**src/design/homing_consts.svh**
```systemverilog
// Constants for codec homing: frame sizes, homing patterns, home values, register map
// What this block does
// - Encoder runs a homing frame through normal coding first and emits parameters.
// - Encoder at home on a homing frame emits the decoder homing frame.
// - After an encoder homing frame all encoder state returns to home.
// - N encoder homing frames yield at least N-1 decoder homing frames.
// - Decoder produces the speech frame before any state reset.
// - Decoder at home replaces that frame's speech by the encoder homing frame.
// - After a decoder homing frame all decoder state returns to home.
// - N decoder homing frames yield at least N-1 encoder homing frames.
// - Decoder at home may detect homing from the first eighteen parameters.
// - Encoder homing zeroes histories and loads line-spectral-pair home values.
// - Encoder homing clears all high-pass pre-filter memories.
// - Decoder homing sets past gain 4096, spectral history, gain energies -2381.
// - Encoder homing frame is 160 samples of 0008 hex.
// - Decoder homing frame matches every parameter against one fixed set.
`ifndef HOMING_CONSTS_SVH
`define HOMING_CONSTS_SVH

`define ENC_LAST_IDX    8'h9F
`define ENC_HOME_SAMPLE 16'h0008
`define DEC_LAST_IDX    6'h38
`define DEC_EARLY_IDX   6'h11
`define OUT_LAST_IDX    8'h9F

// Parameter stream order: 5 spectral, then per subframe lag, pitch gain, 10 pulses, code gain
`define DHF_FRAME { \
  16'h0004, 16'h002F, 16'h00B4, 16'h0090, 16'h003E, \
  16'h0156, 16'h000B, 16'h0000, 16'h0001, 16'h000F, 16'h0001, 16'h000D, \
  16'h0000, 16'h0003, 16'h0000, 16'h0003, 16'h0000, 16'h0003, \
  16'h0036, 16'h0001, 16'h0008, 16'h0008, 16'h0005, 16'h0008, 16'h0000, \
  16'h0001, 16'h0000, 16'h0001, 16'h0001, 16'h0000, 16'h0000, \
  16'h0156, 16'h0000, 160'h0, 16'h0000, \
  16'h0036, 16'h000B, 160'h0, 16'h0000 }

// Entry 0 in the low word: 30000 down to -26000
`define LSP_HOME {16'h9A70, 16'hADF8, 16'hC568, 16'hE0C0, 16'h0000, \
  16'h1F40, 16'h3A98, 16'h5208, 16'h6590, 16'h7530}
`define AGC_HOME_GAIN   16'h1000
`define QUA_EN_HOME     16'hF6B3

// State bank layout
`define ST_ENC_LSPQ 6'h0A
`define ST_ENC_HP   6'h14
`define ST_DEC_LSP  6'h1A
`define ST_DEC_GAIN 6'h24
`define ST_LAST     6'h28
`define ST_DEPTH    41

// Register map
`define REG_CTRL      12'h000
`define REG_STATUS    12'h004
`define REG_ENC_CNT   12'h008
`define REG_DEC_CNT   12'h00C
`define REG_ST_BASE   12'h100
`define REG_ST_END    12'h1A0
`define CTRL_ENC_HOME 0
`define CTRL_DEC_HOME 1
`define CTRL_EARLY_EN 2

`endif

```
**src/design/homing_pkg.sv**
```systemverilog
// Types and table lookups shared by the homing logic
`include "homing_consts.svh"
package homing_pkg;

  typedef struct packed {
    logic        sof;
    logic [15:0] data;
  } word_type;

  typedef struct packed {
    logic [5:0]  addr;
    logic [15:0] data;
  } st_wr_type;

  function automatic logic [15:0] dhf_value(input logic [5:0] idx);
    logic [911:0] sh;
    logic [5:0]   pos;
    pos = `DEC_LAST_IDX - idx;
    sh  = `DHF_FRAME >> {pos, 4'h0};
    return sh[15:0];
  endfunction

  function automatic logic [15:0] lsp_home(input logic [5:0] i);
    logic [159:0] sh;
    sh = `LSP_HOME >> {i, 4'h0};
    return sh[15:0];
  endfunction

  function automatic logic [15:0] home_value(input logic [5:0] a);
    logic [15:0] v;
    if (a < `ST_ENC_LSPQ) v = lsp_home(a);
    else if (a < `ST_ENC_HP) v = lsp_home(a - `ST_ENC_LSPQ);
    else if (a < `ST_DEC_LSP) v = 16'h0000;
    else if (a < `ST_DEC_GAIN) v = lsp_home(a - `ST_DEC_LSP);
    else if (a == `ST_DEC_GAIN) v = `AGC_HOME_GAIN;
    else v = `QUA_EN_HOME;
    return v;
  endfunction

endpackage

```
**src/design/dec_homing_detect.sv**
```systemverilog
// Detector for the decoder homing frame on the parameter stream
`include "homing_consts.svh"
module dec_homing_detect (
  // Clock and reset
  input  wire logic               core_clk_i,
  input  wire logic               rst_i,
  // Parameter stream
  input  wire logic               prm_valid_i,
  input  wire homing_pkg::word_type prm_i,
  // Verdict
  output logic                    early_o,
  output logic                    frame_end_o,
  output logic                    homing_o
);

  logic [5:0] cnt_reg;
  logic       match_reg;
  logic       run_reg;

  wire [5:0] idx       = prm_i.sof ? 6'h00 : cnt_reg;
  wire       eq        = prm_i.data == homing_pkg::dhf_value(idx);
  wire       in_frame  = prm_i.sof | run_reg;
  wire       match_now = eq & (prm_i.sof | match_reg);
  wire       last      = prm_valid_i & in_frame & (idx == `DEC_LAST_IDX);
  wire       early_pt  = prm_valid_i & in_frame & (idx == `DEC_EARLY_IDX);

  always_ff @(posedge core_clk_i) begin
    if (rst_i) begin
      cnt_reg     <= 6'h00;
      match_reg   <= 1'b0;
      run_reg     <= 1'b0;
      early_o     <= 1'b0;
      frame_end_o <= 1'b0;
      homing_o    <= 1'b0;
    end else begin
      early_o     <= early_pt & match_now;
      frame_end_o <= last;
      if (last) homing_o <= match_now;
      if (prm_valid_i) begin
        cnt_reg   <= last ? 6'h00 : idx + 6'h01;
        match_reg <= match_now;
        run_reg   <= in_frame & ~last;
      end
    end
  end
endmodule

```
**src/design/enc_homing_detect.sv**
```systemverilog
// Detector for the encoder homing frame on the sample stream
`include "homing_consts.svh"
module enc_homing_detect (
  // Clock and reset
  input  wire logic               core_clk_i,
  input  wire logic               rst_i,
  // Sample stream
  input  wire logic               smp_valid_i,
  input  wire homing_pkg::word_type smp_i,
  // Verdict
  output logic                    frame_end_o,
  output logic                    homing_o
);

  logic [7:0] cnt_reg;
  logic       match_reg;
  logic       run_reg;

  wire [7:0] idx       = smp_i.sof ? 8'h00 : cnt_reg;
  wire       eq        = smp_i.data == `ENC_HOME_SAMPLE;
  wire       in_frame  = smp_i.sof | run_reg;
  wire       match_now = eq & (smp_i.sof | match_reg);
  // Samples before the first frame start are not aligned and never count
  wire       last      = smp_valid_i & in_frame & (idx == `ENC_LAST_IDX);

  always_ff @(posedge core_clk_i) begin
    if (rst_i) begin
      cnt_reg     <= 8'h00;
      match_reg   <= 1'b0;
      run_reg     <= 1'b0;
      frame_end_o <= 1'b0;
      homing_o    <= 1'b0;
    end else begin
      frame_end_o <= last;
      if (last) homing_o <= match_now;
      if (smp_valid_i) begin
        cnt_reg   <= last ? 8'h00 : idx + 8'h01;
        match_reg <= match_now;
        run_reg   <= in_frame & ~last;
      end
    end
  end
endmodule

```
**src/design/speech_codec_homing.sv**
```systemverilog
// Homing controller for a frame-based speech encoder and decoder, with Wishbone registers
//
// Design decisions made here: the Wishbone slave port and the register offsets.
`include "homing_consts.svh"
module speech_codec_homing (
  // Clock and reset
  input  wire logic                  core_clk_i,
  input  wire logic                  rst_i,
  // Wishbone slave
  input  wire logic                  wb_cyc_i,
  input  wire logic                  wb_stb_i,
  input  wire logic                  wb_we_i,
  input  wire logic [11:0]           wb_adr_i,
  input  wire logic [3:0]            wb_sel_i,
  input  wire logic [31:0]           wb_dat_i,
  output logic      [31:0]           wb_dat_o,
  output logic                       wb_ack_o,
  // Encoder: samples in, to core, parameters back, out
  input  wire logic                  enc_smp_valid_i,
  input  wire homing_pkg::word_type  enc_smp_i,
  output logic                       enc_core_smp_valid_o,
  output homing_pkg::word_type       enc_core_smp_o,
  input  wire logic                  enc_core_prm_valid_i,
  input  wire homing_pkg::word_type  enc_core_prm_i,
  output logic                       enc_prm_valid_o,
  output homing_pkg::word_type       enc_prm_o,
  output logic                       enc_core_home_o,
  output logic                       enc_at_home_o,
  // Decoder: parameters in, to core, speech back, out
  input  wire logic                  dec_prm_valid_i,
  input  wire homing_pkg::word_type  dec_prm_i,
  output logic                       dec_core_prm_valid_o,
  output homing_pkg::word_type       dec_core_prm_o,
  input  wire logic                  dec_core_smp_valid_i,
  input  wire homing_pkg::word_type  dec_core_smp_i,
  output logic                       dec_smp_valid_o,
  output homing_pkg::word_type       dec_smp_o,
  output logic                       dec_core_home_o,
  output logic                       dec_early_home_o,
  output logic                       dec_at_home_o,
  // Core write-back of held state words
  input  wire logic                  st_we_i,
  input  wire homing_pkg::st_wr_type st_wr_i
);

  // Register file and bus
  logic        wb_ack_reg;
  logic [31:0] wb_dat_reg;
  logic        early_en_reg;
  logic [15:0] enc_cnt_reg;
  logic [15:0] dec_cnt_reg;
  logic [15:0] st_mem_reg [0:`ST_DEPTH-1];

  // Encoder path
  logic                 enc_smp_valid_reg;
  homing_pkg::word_type enc_smp_reg;
  logic                 enc_frame_end;
  logic                 enc_frame_hom;
  logic                 enc_pend_hom_reg;
  logic [5:0]           enc_pidx_reg;
  logic                 enc_prm_valid_reg;
  homing_pkg::word_type enc_prm_reg;
  logic                 enc_home_reg;
  logic                 enc_at_home_reg;

  // Decoder path
  logic                 dec_prm_valid_reg;
  homing_pkg::word_type dec_prm_reg;
  logic                 dec_early;
  logic                 dec_frame_end;
  logic                 dec_frame_hom;
  logic                 dec_pend_hom_reg;
  logic [7:0]           dec_sidx_reg;
  logic                 dec_smp_valid_reg;
  homing_pkg::word_type dec_smp_reg;
  logic                 dec_home_reg;
  logic                 dec_early_reg;
  logic                 dec_at_home_reg;

  // Bus decode; writes commit on the edge where the master sees ack
  wire        wb_req     = wb_cyc_i & wb_stb_i;
  wire        wb_take    = wb_req & ~wb_ack_reg;
  wire        wb_commit  = wb_req & wb_we_i & wb_ack_reg;
  wire        sel_ctrl   = wb_adr_i == `REG_CTRL;
  wire        sel_status = wb_adr_i == `REG_STATUS;
  wire        sel_enc    = wb_adr_i == `REG_ENC_CNT;
  wire        sel_dec    = wb_adr_i == `REG_DEC_CNT;
  wire        sel_st     = (wb_adr_i >= `REG_ST_BASE) & (wb_adr_i <= `REG_ST_END) & (wb_adr_i[1:0] == 2'b00);
  wire [5:0]  st_rd_addr = wb_adr_i[7:2];
  wire        ctrl_wr    = wb_commit & sel_ctrl & wb_sel_i[0];
  wire        enc_force  = ctrl_wr & wb_dat_i[`CTRL_ENC_HOME];
  wire        dec_force  = ctrl_wr & wb_dat_i[`CTRL_DEC_HOME];
  wire        enc_clr    = wb_commit & sel_enc;
  wire        dec_clr    = wb_commit & sel_dec;
  wire [31:0] status_word = {28'h000_0000, dec_pend_hom_reg, enc_pend_hom_reg, dec_at_home_reg, enc_at_home_reg};
  wire [31:0] rd_data    = sel_ctrl   ? {29'h0000_0000, early_en_reg, 2'b00} :
                           sel_status ? status_word :
                           sel_enc    ? {16'h0000, enc_cnt_reg} :
                           sel_dec    ? {16'h0000, dec_cnt_reg} :
                           sel_st     ? {16'h0000, st_mem_reg[st_rd_addr]} : 32'h0000_0000;

  always_ff @(posedge core_clk_i) begin
    if (rst_i) begin
      wb_ack_reg   <= 1'b0;
      wb_dat_reg   <= 32'h0000_0000;
      early_en_reg <= 1'b1;
    end else begin
      wb_ack_reg <= wb_take;
      if (wb_take) wb_dat_reg <= rd_data;
      if (ctrl_wr) early_en_reg <= wb_dat_i[`CTRL_EARLY_EN];
    end
  end

  assign wb_ack_o = wb_ack_reg;
  assign wb_dat_o = wb_dat_reg;

  // Encoder side
  enc_homing_detect u_enc_det (
    .core_clk_i  (core_clk_i),
    .rst_i       (rst_i),
    .smp_valid_i (enc_smp_valid_i),
    .smp_i       (enc_smp_i),
    .frame_end_o (enc_frame_end),
    .homing_o    (enc_frame_hom)
  );

  wire [5:0]  enc_pidx     = enc_core_prm_i.sof ? 6'h00 : enc_pidx_reg;
  wire        enc_plast    = enc_core_prm_valid_i & (enc_pidx == `DEC_LAST_IDX);
  wire        enc_subst    = enc_pend_hom_reg & enc_at_home_reg;
  wire        enc_home_now = (enc_plast & enc_pend_hom_reg) | enc_force;
  // Substitution only pins down what a home-state core produces anyway, guarding against core drift
  wire [15:0] enc_prm_data = enc_subst ? homing_pkg::dhf_value(enc_pidx) : enc_core_prm_i.data;

  always_ff @(posedge core_clk_i) begin
    if (rst_i) begin
      enc_smp_valid_reg <= 1'b0;
      enc_smp_reg       <= '0;
      enc_pend_hom_reg  <= 1'b0;
      enc_pidx_reg      <= 6'h00;
      enc_prm_valid_reg <= 1'b0;
      enc_prm_reg       <= '0;
      enc_home_reg      <= 1'b0;
      enc_at_home_reg   <= 1'b1;
      enc_cnt_reg       <= 16'h0000;
    end else begin
      enc_smp_valid_reg <= enc_smp_valid_i;
      if (enc_smp_valid_i) enc_smp_reg <= enc_smp_i;
      // A new verdict may land while the last parameter of the old frame leaves
      if (enc_frame_end) enc_pend_hom_reg <= enc_frame_hom;
      else if (enc_plast) enc_pend_hom_reg <= 1'b0;
      if (enc_core_prm_valid_i) enc_pidx_reg <= enc_plast ? 6'h00 : enc_pidx + 6'h01;
      enc_prm_valid_reg <= enc_core_prm_valid_i;
      if (enc_core_prm_valid_i) enc_prm_reg <= '{sof: enc_core_prm_i.sof, data: enc_prm_data};
      enc_home_reg <= enc_home_now;
      if (enc_home_now) enc_at_home_reg <= 1'b1;
      else if (enc_plast) enc_at_home_reg <= 1'b0;
      enc_cnt_reg <= (enc_clr ? 16'h0000 : enc_cnt_reg) + {15'h0000, enc_plast & enc_pend_hom_reg};
    end
  end

  assign enc_core_smp_valid_o = enc_smp_valid_reg;
  assign enc_core_smp_o       = enc_smp_reg;
  assign enc_prm_valid_o      = enc_prm_valid_reg;
  assign enc_prm_o            = enc_prm_reg;
  assign enc_core_home_o      = enc_home_reg;
  assign enc_at_home_o        = enc_at_home_reg;

  // Decoder side
  dec_homing_detect u_dec_det (
    .core_clk_i  (core_clk_i),
    .rst_i       (rst_i),
    .prm_valid_i (dec_prm_valid_i),
    .prm_i       (dec_prm_i),
    .early_o     (dec_early),
    .frame_end_o (dec_frame_end),
    .homing_o    (dec_frame_hom)
  );

  wire [7:0]  dec_sidx     = dec_core_smp_i.sof ? 8'h00 : dec_sidx_reg;
  wire        dec_slast    = dec_core_smp_valid_i & (dec_sidx == `OUT_LAST_IDX);
  wire        dec_subst    = dec_pend_hom_reg & dec_at_home_reg;
  wire        dec_home_now = (dec_slast & dec_pend_hom_reg) | dec_force;
  // Early verdict relies on test sequences never opening with a near-homing frame
  wire        dec_early_ok = dec_early & dec_at_home_reg & early_en_reg;
  wire [15:0] dec_smp_data = dec_subst ? `ENC_HOME_SAMPLE : dec_core_smp_i.data;

  always_ff @(posedge core_clk_i) begin
    if (rst_i) begin
      dec_prm_valid_reg <= 1'b0;
      dec_prm_reg       <= '0;
      dec_pend_hom_reg  <= 1'b0;
      dec_sidx_reg      <= 8'h00;
      dec_smp_valid_reg <= 1'b0;
      dec_smp_reg       <= '0;
      dec_home_reg      <= 1'b0;
      dec_early_reg     <= 1'b0;
      dec_at_home_reg   <= 1'b1;
      dec_cnt_reg       <= 16'h0000;
    end else begin
      dec_prm_valid_reg <= dec_prm_valid_i;
      if (dec_prm_valid_i) dec_prm_reg <= dec_prm_i;
      if (dec_frame_end) dec_pend_hom_reg <= dec_frame_hom | dec_pend_hom_reg & dec_early_reg;
      else if (dec_early_ok) dec_pend_hom_reg <= 1'b1;
      else if (dec_slast) dec_pend_hom_reg <= 1'b0;
      dec_early_reg <= dec_early_ok | (dec_early_reg & ~dec_frame_end);
      if (dec_core_smp_valid_i) dec_sidx_reg <= dec_slast ? 8'h00 : dec_sidx + 8'h01;
      dec_smp_valid_reg <= dec_core_smp_valid_i;
      if (dec_core_smp_valid_i) dec_smp_reg <= '{sof: dec_core_smp_i.sof, data: dec_smp_data};
      dec_home_reg <= dec_home_now;
      if (dec_home_now) dec_at_home_reg <= 1'b1;
      else if (dec_slast) dec_at_home_reg <= 1'b0;
      dec_cnt_reg <= (dec_clr ? 16'h0000 : dec_cnt_reg) + {15'h0000, dec_slast & dec_pend_hom_reg};
    end
  end

  assign dec_core_prm_valid_o = dec_prm_valid_reg;
  assign dec_core_prm_o       = dec_prm_reg;
  assign dec_smp_valid_o      = dec_smp_valid_reg;
  assign dec_smp_o            = dec_smp_reg;
  assign dec_core_home_o      = dec_home_reg;
  assign dec_early_home_o     = dec_early_reg & ~dec_home_reg;
  assign dec_at_home_o        = dec_at_home_reg;

  // Held state words; homing overrides a core write in the same cycle
  always_ff @(posedge core_clk_i) begin
    if (rst_i) begin
      for (int i = 0; i < `ST_DEPTH; i++) st_mem_reg[i] <= homing_pkg::home_value(6'(i));
    end else begin
      if (st_we_i && st_wr_i.addr <= `ST_LAST) st_mem_reg[st_wr_i.addr] <= st_wr_i.data;
      for (int i = 0; i < `ST_DEPTH; i++) begin
        if (enc_home_now && 6'(i) < `ST_DEC_LSP) st_mem_reg[i] <= homing_pkg::home_value(6'(i));
        if (dec_home_now && 6'(i) >= `ST_DEC_LSP) st_mem_reg[i] <= homing_pkg::home_value(6'(i));
      end
    end
  end
endmodule
```
**config.mk**
```make
export PLATFORM = sky130hd
export DESIGN_NAME = speech_codec_homing
export DESIGN_NICKNAME = d
export VERILOG_FILES = /design/src/design/homing_pkg.sv /design/src/design/dec_homing_detect.sv /design/src/design/enc_homing_detect.sv /design/src/design/speech_codec_homing.sv
export VERILOG_INCLUDE_DIRS = /design/src /design/src/design
export SDC_FILE = /design/constraint.sdc
export NUM_CORES = 2
export LEC_CHECK = 0
export BUFFER_PORTS_ARGS = -buffer_cell sky130_fd_sc_hd__buf_4
export CORE_MARGIN = 5
export CORE_UTILIZATION = 25
export CTS_BUF_LIST = sky130_fd_sc_hd__clkbuf_16
export DETAILED_ROUTE_END_ITERATION = 8
export SETUP_SLACK_MARGIN = 0.15
export SLEW_MARGIN = 20
export SYNTH_ARGS = -nofsm -noshare
export SYNTH_HDL_FRONTEND = slang
export SYNTH_SLANG_ARGS = --single-unit
```
**constraint.sdc**
```tcl
create_clock -name core_clk_i -period 9.5 [get_ports core_clk_i]
set_input_delay 0.475 -clock core_clk_i [delete_from_list [all_inputs] [get_ports core_clk_i]]
set_output_delay 0.475 -clock core_clk_i [all_outputs]
set_load 0.01 [all_outputs]
```
==> results.md <==
* Status: completed
* Max reg flops at 784
* Pwr/cell area at 182 mW/mm2
* Final instance area at a little over 0.05 mm2
* Max Clock Freq at between 200 and 250 MHz
* Syn_area_per_cell at between 10 and 15 um2
* Clock Latency Late Sink at roughly 0.74 ns
* Reg2Reg Launch Point: dec_sidx_reg[1]$_SDFFE_PP0P_
* Setup TNS at 0 ns
* Worst-path clk slew at 0.06 ns
* Layout Nets at around 3,600
* Gr ovfl total at 0
* CTS max path bufs at 3
* Hold path start: enc_smp_i[13]
* CORE AREA at around 0.17 mm2
* Post-layout min period at ~4.6 ns
* Clk root buf: clkbuf_16
* Register area share after synthesis at 0.615
* Antenna violations before repair at 11
* RSZ-0062 raised after global routing: no
* Leading post-synthesis cells by cell area: edfxtp_1 (54%), mux4_2 (13%), dfxtp_1 (7.6%)
* Clock Sinks at 950
* Top_reg_cell synth: edfxtp_1
* Cell Area, Placed at slightly below 0.05 mm2
* TritonCTS Buffers at 101
* Die Span X at about 430 um
* Post-DR wirelength/cell at between 20 and 25 um
* Layout cells sized above 1 at 0.201
* First drt pass iteration count at 5
* Fin. Hold Viols at 0
* Slew headroom at 0.232
* Vias per Instance at between 4 and 5
* Largest family of logic cells by synthesized area: simple AND/OR/NAND/NOR gates
* First-pass GRT wire length at 181 mm
* H-tree depth at 3
* Input/output buffers at between 200 and 250
* Worst-Margin Slew at around 1.2 ns
* VDD IR max at between 150 and 200 uV
* Area grow syn2layout at 18.3%
* Worst-path fanout max at 24
* Post-synth cell types at slightly below 90
* CP Launch Point: dec_sidx_reg[1]$_SDFFE_PP0P_
* Postcts setup bufs at 0
* Critical path class: flip-flop to flip-flop
* Startpoint Class: flip-flop
* Required time of the critical path at ~9.8 ns
* Io pins at 258
* Synth Area in XOR/XNOR at 0.00762
* Final setup violation count at 0
* Pwr Total at between 9 and 10 mW
* Vias in the first global route at 27,000
* Antenna-violating nets left at 0
* Crit. End Element: flip-flop
* EDFF count, synth at ~780
* Most frequent cells after synthesis: edfxtp_1 (784), and2_1 (439), mux4_2 (244)
* CTS tree: yes
* Synth Instances at roughly 3,200
* Max-slew violation count at 0
* Area share of the largest cell type after synthesis at 0.539
* Complex-gate fraction of the synthesized area at 0.0458
* Count leader, synth: edfxtp_1
* Drt drc at 0
* Hold slack at between 0.04 and 0.05 ns
* Synthesized area at 0.0437 mm2
* Adder-cell share of the synthesized area at 0.00601
* Simple-gate portion of the synthesized area at 0.154
* Ys async rst share at 0
* Die area at 0.183 mm2
* Die span in y at 428 um
* GRT Util Overall at 0.130
* Maxcap violations at 0
* Starting Density at 0.251
* Largest net degree at the start of global routing at about 100
* Mux share of post-synthesis cell area at 0.141
* Skew final at about 0.063 ns
* Hold Path Class: input pin to flip-flop
* Row count at between 150 and 200
* Synth warn at 0
* Routed vias at around 27,000
* Arrival time worst endpoint at roughly 4.9 ns
* Final Wtd Congestion at approximately 0.80
* Flops & latches, synth at 950
* Post-Route WL at 123 mm
* DR iter-0 viols at 2,545
* DP HPWL at approximately 78 mm
* Fillers at ~17,000
* Pleak at around 18 nW
* Period utilisation layout at 0.482
* Area leader, netlist: edfxtp_1
[placed cells by master (no fill, tap or decap), types with 61 or more instances in the layout]
cell type	count
a21oi_1	82
and2_1	439
buf_4	278
clkbuf_16	101
conb_1	144
dfxtp_1	166
edfxtp_1	784
inv_1	63
mux2i_1	61
mux4_2	244
nand2_1	78
nor2_1	188
o21ai_0	86
or3_1	224
[final timing paths]
path	end	depth (start not counted)	slack [ns]
max reg2reg	st_mem_reg[38][10]$_SDFFCE_PN1P_	11	4.92
max	st_mem_reg[38][10]$_SDFFCE_PN1P_	11	4.92
min reg2reg	u_enc_det.cnt_reg[3]$_SDFFE_PP0P_	2	0.46
min	enc_core_smp_o[13]$_SDFFE_PP0P_	3	0.05
[per-stage QoR]
step                 util  cells  setup WS (ns)
floorplan               -   3295           5.39
global placement    0.277   5611           4.25
detailed placement  0.277   5611           4.23
CTS                 0.297   5830           4.78
global route        0.297   5834           4.41
finish              0.297   5838           4.92
[routing by layer]
layer / part of all wire / global-route usage / vias to the layer above / wire length [um]
met5: 0.00011 / 0 / - / 13
met4: 0.033 / 0.0417 / 2 / 4000
met3: 0.086 / 0.0350 / 167 / 10500
met2: 0.47 / 0.208 / 983 / 57600
met1: 0.41 / 0.171 / 13600 / 50700
li1: - / - / 12200 / -
[worst max-delay path, stage by stage (launching register included)]
cell      delay [ns]
dfxtp_1         0.31
nor2b_1         0.13
ha_1            0.22
nand3_1         0.15
nor4bb_1        0.08
buf_4           0.17
a32oi_1         0.72
a22oi_2         0.20
nor2b_1         0.20
nand4b_1        0.66
buf_4           0.54
o21ai_2         0.81
[kinds of logic (layout without fill, tap and decap cells)]
group,count (synthesis),after routing
AO/OA/AOI/OAI,327,327
XOR/XNOR,38,38
adder cells (fa/ha/maj),21,21
buffers and inverters,326,536
flip-flops,950,950
multiplexers,309,309
other,1,152
AND/OR/NAND/NOR,1180,1180
[what timing repair did]
item | CTS | global route
hold buffers | 30 | 0
hold endpoints to repair | 30 | 0
gates resized for setup | 0 | 0
[cell type report]
class,count,area [um2],area share
multi-input combinational,2019,16100,0.311
inverter,36,135,0.00261
sequential,950,26900,0.520
clock inverter,88,713,0.0138
clock buffer,101,2530,0.0489
tap,2325,2910,0.0563
timing repair buffer,311,2440,0.0472
antenna,8,20.0,0.000387
[power breakdown]
| part | internal [mW] | switching [mW] |
|---|---|---|
| clock | 2.14 | 1.72 |
| sequential | 4.72 | 0.0613 |
| combinational | 0.322 | 0.470 |
Note: power is estimated with default switching activity, not from simulation.
